==> src/inc/rfw_cfg.svh <==
// Purpose: constants of the ramp and modulation engine
// Assumes: included by the package and the engine
// Notes: encodings, widths and limits only; no logic here
`ifndef RFW_CFG_SVH
`define RFW_CFG_SVH
`define RFW_INT_W 12
`define RFW_FRAC_W 25
`define RFW_DEV_W 16
`define RFW_SHIFT_W 4
`define RFW_DIV_W 12
`define RFW_STEP_W 20
`define RFW_CELLS 7
`define RFW_CELL_W 3
`define RFW_TYPE_SAW 2'h0
`define RFW_TYPE_TRI 2'h1
`define RFW_TYPE_SSB 2'h2
`define RFW_TYPE_SRB 2'h3
`define RFW_INT_SPAN 13'h0100
`endif

==> src/inc/rfw_pkg.sv <==
// Purpose: types of the ramp and modulation engine
// Assumes: rfw_cfg.svh constants
// Notes: N value is integer and fraction joined
`include "rfw_cfg.svh"
package rfw_pkg;
    typedef logic [`RFW_INT_W+`RFW_FRAC_W-1:0] rfw_n_t;
    typedef struct packed {
        logic [`RFW_DEV_W-1:0] deviation_word;
        logic [`RFW_SHIFT_W-1:0] deviation_shift;
        logic [`RFW_DIV_W-1:0] clk1_div;
        logic [`RFW_DIV_W-1:0] clk2_div;
        logic [`RFW_STEP_W-1:0] step_count;
        logic [1:0] ramp_type;
        logic ramp_ext_clk;
    } rfw_ramp_cfg_t;
    typedef enum logic [2:0] {RFW_IDLE, RFW_UP, RFW_DOWN, RFW_RESTORE, RFW_HOLD} rfw_state_t;
endpackage

==> src/rfw_engine.sv <==
// Purpose: ramp, FSK/PSK and slip-reduction control of a fractional-N divider
// Assumes: ref_clk is the phase-detector clock; config ports static while ramping
// Notes: analog charge pump and serial framing live outside
`timescale 1ns/1ns
`include "rfw_cfg.svh"

// Behaviour
// FSK adds or subtracts deviation word shifted by deviation shift.
// Programmed divide value is FSK centre; modulation pin picks direction.
// PSK mode sets output phase 0 or 180 from modulation pin.
// Each ramp step changes divide value by deviation word times two^shift.
// Step interval is clk1 times clk2 phase-detector periods.
// Twenty-bit step count sets steps before direction or state changes.
// Controller keeps integer growth within 256 during a ramp; neither host nor engine checks it, and RFW_INT_SPAN is unused.
// Every ramp starts from programmed integer and fractional value.
// Single ramp burst climbs step count steps then holds final value.
// Single sawtooth burst restores initial value at next interval then holds.
// Sawtooth ramp repeats the sawtooth burst until ramp disabled.
// Triangular ramp climbs, descends same count, repeats until disabled.
// Controller selects ramp type then sets ramp start.
// Controller writes settings in documented order, divide value last.
// Imminent slip enables one extra constant cell, polarity follows tuning need.
// Each further imminent slip adds a cell, at most seven.
// Past target, extra cells turn off one at a time to none.
// Slip reduction acts only while its enable is set.
// Controller enables slip reduction only with positive detector polarity.
// Ramp type encodes triangular as 01 and single ramp burst as 11.
// Ramp clock select picks internal timer or modulation pin edges.
// Timer reloads to clk1 times clk2 and strobes once per expiry.
module rfw_engine
    import rfw_pkg::*;
(
    input wire logic ref_clk,                       // Phase-detector clock
    input wire logic reset,                         // Sync reset, active high
    input wire rfw_pkg::rfw_n_t n_prog,             // Programmed divide value
    input wire rfw_pkg::rfw_ramp_cfg_t cfg,         // Ramp settings
    input wire logic ramp_start,                    // Ramp enable level
    input wire logic fsk_en,                        // FSK mode
    input wire logic psk_en,                        // PSK mode
    input wire logic mod_pin,                       // Modulation pin, asynchronous
    input wire logic slip_reduction_en,             // Slip reduction enable
    input wire logic slip_imminent,                 // Pulse: slip about to occur
    input wire logic slip_up,                       // Tuning voltage must rise
    input wire logic target_passed,                 // VCO went past target
    output logic [`RFW_INT_W+`RFW_FRAC_W-1:0] n_out, // Divide value in use
    output logic phase_flip,                        // 180 degree phase
    output logic [`RFW_CELL_W-1:0] extra_cells,     // Extra cells on
    output logic cell_source,                       // 1 sources, 0 sinks
    output logic ramp_busy,                         // Ramp running
    output logic step_strobe                        // One-cycle step advance
);
    import rfw_pkg::*;
    localparam int NW = `RFW_INT_W + `RFW_FRAC_W;
    localparam int TW = 2 * `RFW_DIV_W;

    // ****************************************
    // Modulation pin synchroniser
    // ****************************************
    logic [2:0] mod_sync;
    logic mod_level;
    logic mod_prev;
    always_ff @(posedge ref_clk) begin
        if (reset) begin
            mod_sync <= 3'h0;
            mod_level <= 1'b0;
        end else begin
            mod_sync <= {mod_sync[1:0], mod_pin};
            if (mod_sync[1] == mod_sync[2]) begin
                mod_level <= mod_sync[2];
            end
        end
    end
    always_ff @(posedge ref_clk) begin
        if (reset) begin
            mod_prev <= 1'b0;
        end else begin
            mod_prev <= mod_level;
        end
    end
    wire mod_rise = mod_level & ~mod_prev;

    // ****************************************
    // Interval timer
    // ****************************************
    logic [TW-1:0] timer;
    logic [TW-1:0] reload;
    assign reload = TW'(cfg.clk1_div) * TW'(cfg.clk2_div);
    wire tick_int = ramp_busy && (timer <= TW'(1));
    always_ff @(posedge ref_clk) begin
        if (reset || !ramp_busy) begin
            timer <= reload;
        end else if (tick_int) begin
            timer <= reload;
        end else begin
            timer <= timer - TW'(1);
        end
    end
    assign step_strobe = ramp_busy && (cfg.ramp_ext_clk ? mod_rise : tick_int);

    // ****************************************
    // Ramp sequencer
    // ****************************************
    rfw_state_t state;
    logic [`RFW_STEP_W-1:0] steps;
    rfw_n_t offset;
    rfw_n_t dstep;
    assign dstep = NW'({{(NW-`RFW_DEV_W){cfg.deviation_word[`RFW_DEV_W-1]}},
                       cfg.deviation_word} << cfg.deviation_shift);
    wire last = (steps + `RFW_STEP_W'(1) >= cfg.step_count);
    always_ff @(posedge ref_clk) begin
        if (reset || !ramp_start) begin
            state <= RFW_IDLE;
            steps <= '0;
            offset <= '0;
        end else begin
            case (state)
                RFW_IDLE: begin
                    state <= RFW_UP;
                    steps <= '0;
                    offset <= '0;
                end
                RFW_UP: if (step_strobe) begin
                    offset <= offset + dstep;
                    steps <= last ? '0 : steps + `RFW_STEP_W'(1);
                    if (last) begin
                        case (cfg.ramp_type)
                            `RFW_TYPE_TRI: state <= RFW_DOWN;
                            `RFW_TYPE_SRB: state <= RFW_HOLD;
                            default: state <= RFW_RESTORE;
                        endcase
                    end
                end
                RFW_DOWN: if (step_strobe) begin
                    offset <= offset - dstep;
                    steps <= last ? '0 : steps + `RFW_STEP_W'(1);
                    if (last) begin
                        state <= RFW_UP;
                    end
                end
                RFW_RESTORE: if (step_strobe) begin
                    offset <= '0;
                    state <= (cfg.ramp_type == `RFW_TYPE_SAW) ? RFW_UP : RFW_HOLD;
                end
                RFW_HOLD: state <= RFW_HOLD;
                default: state <= RFW_IDLE;
            endcase
        end
    end
    assign ramp_busy = (state == RFW_UP) || (state == RFW_DOWN) || (state == RFW_RESTORE);

    // ****************************************
    // Output divide value and phase
    // ****************************************
    always_ff @(posedge ref_clk) begin
        if (reset) begin
            n_out <= '0;
            phase_flip <= 1'b0;
        end else begin
            if (fsk_en && !ramp_start) begin
                n_out <= mod_level ? n_prog + dstep : n_prog - dstep;
            end else begin
                n_out <= n_prog + offset;
            end
            phase_flip <= psk_en & mod_level;
        end
    end

    // ****************************************
    // Slip reduction cells
    // ****************************************
    logic passed;
    always_ff @(posedge ref_clk) begin
        if (reset || !slip_reduction_en) begin
            extra_cells <= '0;
            cell_source <= 1'b0;
            passed <= 1'b0;
        end else if (target_passed || passed) begin
            passed <= (extra_cells > `RFW_CELL_W'(1));
            if (extra_cells != '0) begin
                extra_cells <= extra_cells - `RFW_CELL_W'(1);
            end
        end else if (slip_imminent && extra_cells < `RFW_CELL_W'(`RFW_CELLS)) begin
            extra_cells <= extra_cells + `RFW_CELL_W'(1);
            cell_source <= slip_up;
        end
    end

    // ****************************************
    // Checks
    // ****************************************
    sr_gate_a: assert property (@(posedge ref_clk) disable iff (reset)
        !slip_reduction_en |=> extra_cells == '0) else $error("cells on while disabled");
    // A plain bound check would hold by width; watch the counter at its top instead
    sr_max_a: assert property (@(posedge ref_clk) disable iff (reset)
        slip_reduction_en && extra_cells == `RFW_CELL_W'(`RFW_CELLS) ##1 slip_reduction_en
        |-> extra_cells >= `RFW_CELL_W'(`RFW_CELLS - 1)) else $error("cell count wrapped");
    sr_add_a: assert property (@(posedge ref_clk) disable iff (reset)
        slip_reduction_en && slip_imminent && !target_passed && !passed
        && extra_cells < `RFW_CELL_W'(`RFW_CELLS) ##1 slip_reduction_en
        |-> extra_cells == $past(extra_cells) + `RFW_CELL_W'(1)) else $error("cell not added");
    sr_fall_a: assert property (@(posedge ref_clk) disable iff (reset)
        slip_reduction_en && target_passed && extra_cells != '0 ##1 slip_reduction_en
        |-> extra_cells == $past(extra_cells) - `RFW_CELL_W'(1)) else $error("cell off");
    psk_phase_a: assert property (@(posedge ref_clk) disable iff (reset)
        psk_en && mod_level |=> phase_flip) else $error("phase not flipped");
    fsk_dir_a: assert property (@(posedge ref_clk) disable iff (reset)
        fsk_en && !ramp_start && !mod_level |=> n_out == $past(n_prog) - $past(dstep))
        else $error("fsk down wrong");
    ramp_step_a: assert property (@(posedge ref_clk) disable iff (reset)
        ramp_start && state == RFW_UP && step_strobe ##1 ramp_start
        |-> offset == $past(offset) + $past(dstep)) else $error("step size wrong");
    saw_restore_a: assert property (@(posedge ref_clk) disable iff (reset)
        ramp_start && state == RFW_RESTORE && step_strobe ##1 ramp_start |-> offset == '0)
        else $error("not restored");
    burst_hold_a: assert property (@(posedge ref_clk) disable iff (reset)
        state == RFW_HOLD && ramp_start |=> $stable(offset)) else $error("hold moved");
    timer_one_a: assert property (@(posedge ref_clk) disable iff (reset)
        tick_int |=> !tick_int || reload <= TW'(1)) else $error("double strobe");
    start_zero_a: assert property (@(posedge ref_clk) disable iff (reset)
        !ramp_start |=> offset == '0) else $error("start not at base");
    ext_clk_a: assert property (@(posedge ref_clk) disable iff (reset)
        ramp_busy && cfg.ramp_ext_clk && !mod_rise |-> !step_strobe) else $error("timer stepped");
    tri_cov: cover property (@(posedge ref_clk) state == RFW_DOWN ##1 state == RFW_UP);
    saw_cov: cover property (@(posedge ref_clk) state == RFW_RESTORE ##1 state == RFW_UP);
    cell_cov: cover property (@(posedge ref_clk) extra_cells == `RFW_CELL_W'(`RFW_CELLS));
    ext_cov: cover property (@(posedge ref_clk) cfg.ramp_ext_clk && step_strobe);
endmodule

==> config.mk <==
export PLATFORM = sky130hd
export DESIGN_NAME = rfw_engine
export DESIGN_NICKNAME = d
export VERILOG_FILES = /design/src/inc/rfw_pkg.sv /design/src/rfw_engine.sv
export VERILOG_INCLUDE_DIRS = /design/src /design/src/inc
export SDC_FILE = /design/constraint.sdc
export NUM_CORES = 1
export LEC_CHECK = 0
export ABC_AREA = 1
export BUFFER_PORTS_ARGS = -buffer_cell sky130_fd_sc_hd__buf_2
export CAP_MARGIN = 20
export CORE_MARGIN = 10
export CORE_UTILIZATION = 37
export CTS_BUF_LIST = sky130_fd_sc_hd__clkbuf_8
export CTS_CLUSTER_SIZE = 16
export DETAILED_ROUTE_END_ITERATION = 10
export SETUP_SLACK_MARGIN = 0.4
export SYNTH_ARGS = -nofsm -noshare
export SYNTH_HDL_FRONTEND = slang
export SYNTH_SLANG_ARGS = --single-unit
==> constraint.sdc <==
create_clock -name ref_clk -period 10.9 [get_ports ref_clk]
set_input_delay 1.09 -clock ref_clk [delete_from_list [all_inputs] [get_ports ref_clk]]
set_output_delay 1.09 -clock ref_clk [all_outputs]
set_load 0.1 [all_outputs]
==> flow_summary.json <==
{
  "cts_hold_buf": 0,
  "crit_buf_inv": 4,
  "syn_avg_cell_area_um2": 6.512,
  "worstPathArrival_ns": 6.01,
  "wirelength_um": 54200,
  "slowest_delay_ns": 0.45,
  "synth.area.top_cells": "dfxtp_1, nand2_1, fa_1, ha_1, inv_1",
  "grt_pass1_wl_um": 87350,
  "hpwl_um": 45520,
  "fmax_mhz": 178.6,
  "area_delta_synth_final_pct": 9.713,
  "antenna_found_initial": 7,
  "worstSetupPathType": "input port to flip-flop",
  "async_reset_ff_share_pct": 0,
  "cp_top_family": "simple AND/OR/NAND/NOR gates",
  "grt_pass1_vias": 16462,
  "power_density_nw_per_um2": 157.7,
  "cts_made_buffers": 17,
  "remaining_drc_errors": 0,
  "insertion_delay_ns": 0.51,
  "post-cts-setup-buffers": 0,
  "cts.sinks": 132,
  "rr_startpoint": "mod_level$_SDFFE_PP0N_",
  "hold_class": "flip-flop to flip-flop",
  "cp_max_fo": 20,
  "r2r-end": "n_out[31]$_SDFF_PP0_",
  "crit_top_cell": "nand2_1",
  "gp_congestion": 0.9710,
  "die_y_um": 235.6,
  "synth-seq-cells": 132,
  "synth_edf_count": 0,
  "rsz0062_at_grt": "no",
  "final_hold_viol_count": 0,
  "wl_per_cell_um": 16.13,
  "hold_path_depth": 2,
  "hold_path_startpoint": "mod_sync[1]$_SDFF_PP0_",
  "worst_setup_path_start_kind": "input port",
  "drv_slew": 0,
  "required_ns": 11.31,
  "finalSetupTns_ns": 0,
  "grtUsageMet1_pct": 26.21,
  "yosys.area.top_type_share_pct": 15.37,
  "grt.busiest_layer": "met2",
  "clk_pin_slew_ns": 0.08,
  "yosysSeqAreaShare_pct": 15.37,
  "h-tree-depth": 4,
  "layout_min_cycle_time_ns": 5.599,
  "synth_cells": 2641,
  "row_count": 78,
  "crit_cells": 28,
  "min_to": "mod_sync[2]$_SDFF_PP0_",
  "cap_violations": 0,
  "io_buffers": 157,
  "syn_area_um2": 17200,
  "power_mw": 2.975,
  "irDropWorstVdd_uv": 147.4,
  "cts_tree": "built",
  "fillers": 4862,
  "period_share_pct": 51.37,
  "die_x_um": 235.6,
  "drtIter0Drc": 1228,
  "pin_count": 158,
  "ant_nets": 0,
  "critical-path-slowest-cell": "nor4_1",
  "yosys-top-cells-count": "nand2_1, inv_1, a21oi_1, nor2_1, o21ai_0",
  "post_cts_resized": 0,
  "slew_headroom_pct": 32.75,
  "gr-usage-met3_pct": 3.124,
  "setup_viol": 0,
  "grt_usage_pct": 19.20,
  "yosys.cell_count.top_type": "nand2_1",
  "dr.pass1.iters": 6,
  "cts-root-buf": "clkbuf_8",
  "fin_skew_ns": 0.01657,
  "leakage_nw": 9.827,
  "drive_above_1_share_pct": 10.41,
  "vias_per_cell": 5.086,
  "ys_types": 62,
  "yosysWarnings": 0,
  "start_util_pct": 37.65,
  "clockBufferDepth": 2,
  "grt_use_met2_pct": 30.65,
  "vias": 17090,
  "gr-total-overflow": 0,
  "cp-end-kind": "flip-flop",
  "nets": 3123,
  "worst_pin_slew_ns": 1.008,
  "r2r_slack_ns": 6.54,
  "core_area_um2": 45670,
  "synth_ff_type": "dfxtp_1",
  "synth_top_area_cell": "dfxtp_1",
  "synth_nets": 3019,
  "grt_max_degree": 61,
  "r2r_cells": 18,
  "outcome": "complete, no violations",
  "die_area_um2": 55510
}
==> cell type report <==
class	count	area, µm²	area share [%]
Tap cell	600	750.7	3.979
Sequential cell	132	2643	14.01
Clock inverter	13	142.6	0.7560
Inverter	429	1615	8.561
Timing Repair Buffer	166	873.3	4.629
Clock buffer	19	261.5	1.386
Multi-Input combinational cell	1999	12580	66.66
Antenna cell	2	5.005	0.02653
==> worst reg2reg max path, cell delays in order, from the launching register on <==
cell	delay (ns)
dfxtp_1	0.95
inv_1	0.27
buf_16	0.25
nand2_1	0.08
o21ai_0	0.07
a21oi_1	0.34
ha_1	0.40
nand2_1	0.12
nand3_1	0.12
a21oi_1	0.26
o21ai_1	0.18
a21oi_1	0.33
o21ai_1	0.21
a21oi_1	0.27
o21ai_1	0.14
nand2_1	0.10
nand3_1	0.07
nand2_1	0.07
nor2_1	0.04
==> cells by family after synthesis <==
group	share of synthesized area, %
AO/OA/AOI/OAI	17.43
AND/OR/NAND/NOR	27.84
buffers and inverters	11.58
adder cells (fa/ha/maj)	23.66
flip-flops	15.37
multiplexers	0.05821
XOR/XNOR	4.067
==> flip-flops by register name, indices dropped and copies added, names as in the netlist, 3 cells and up <==
signal / flops
steps: 20
extra_cells: 3
state: 3
timer: 24
offset: 37
mod_sync: 3
n_out: 37
==> report_power, final <==
part	internal [mW]	leakage, nW	switching [mW]
clock	0.233	0.212	0.207
sequential	0.559	1.08	0.0453
combinational	0.659	8.53	1.27
==> layer usage <==
metal	share of wire, %	up-vias
li1	-	8715
met4	2.0	4
met5	0.046	-
met3	5.4	60
met2	45	463
met1	48	7848
==> cell usage in the layout (no fill, tap or decap), drive strengths merged, types with 2 or more instances in the layout <==
cell type,count
a211oi,3
o22ai,3
nand3,132
o21ai,203
clkinvlp,3
nor3,25
buf,166
nand2,681
o31ai,3
xnor2,29
o211ai,5
fa,102
nor2,217
clkbuf,19
clkinv,5
and2,2
inv,431
dfxtp,132
diode,2
a31oi,21
o21a,9
nand3b,2
o2111ai,2
a21o,12
ha,162
a21oi,268
a21boi,5
o21bai,8
nor4,11
xor2,50
or2,5
bufinv,3
nand4,22
o221ai,9
==> through the flow <==
step	setup slack, ns	cell area (µm²)	hold WS [ns]	std cells	utilization (%)
2_1_floorplan	5.193	17200	0.3883	2641	-
3_3_place_gp	4.841	18430	0.4262	3325	40.35
3_5_place_dp	4.788	18430	0.4348	3325	40.35
4_1_cts	5.336	18840	0.4460	3357	41.24
5_1_grt	4.875	18860	0.4896	3358	41.30
6_report	5.301	18870	0.4440	3360	41.31
==> how the worst max path moves through the flow <==
stage | end | slack [ns] | start
6_report | n_out[36]$_SDFF_PP0_ | 5.30 | cfg[48]
5_1_grt | timer[23]$_DFF_P_ | 4.87 | cfg[32]
4_1_cts | timer[23]$_DFF_P_ | 5.34 | cfg[39]
3_5_place_dp | timer[23]$_DFF_P_ | 4.79 | cfg[39]
3_3_place_gp | n_out[36]$_SDFF_PP0_ | 4.84 | cfg[48]
2_1_floorplan | timer[23]$_DFF_P_ | 5.19 | cfg[28]
(Power assumes the default switching activity.)
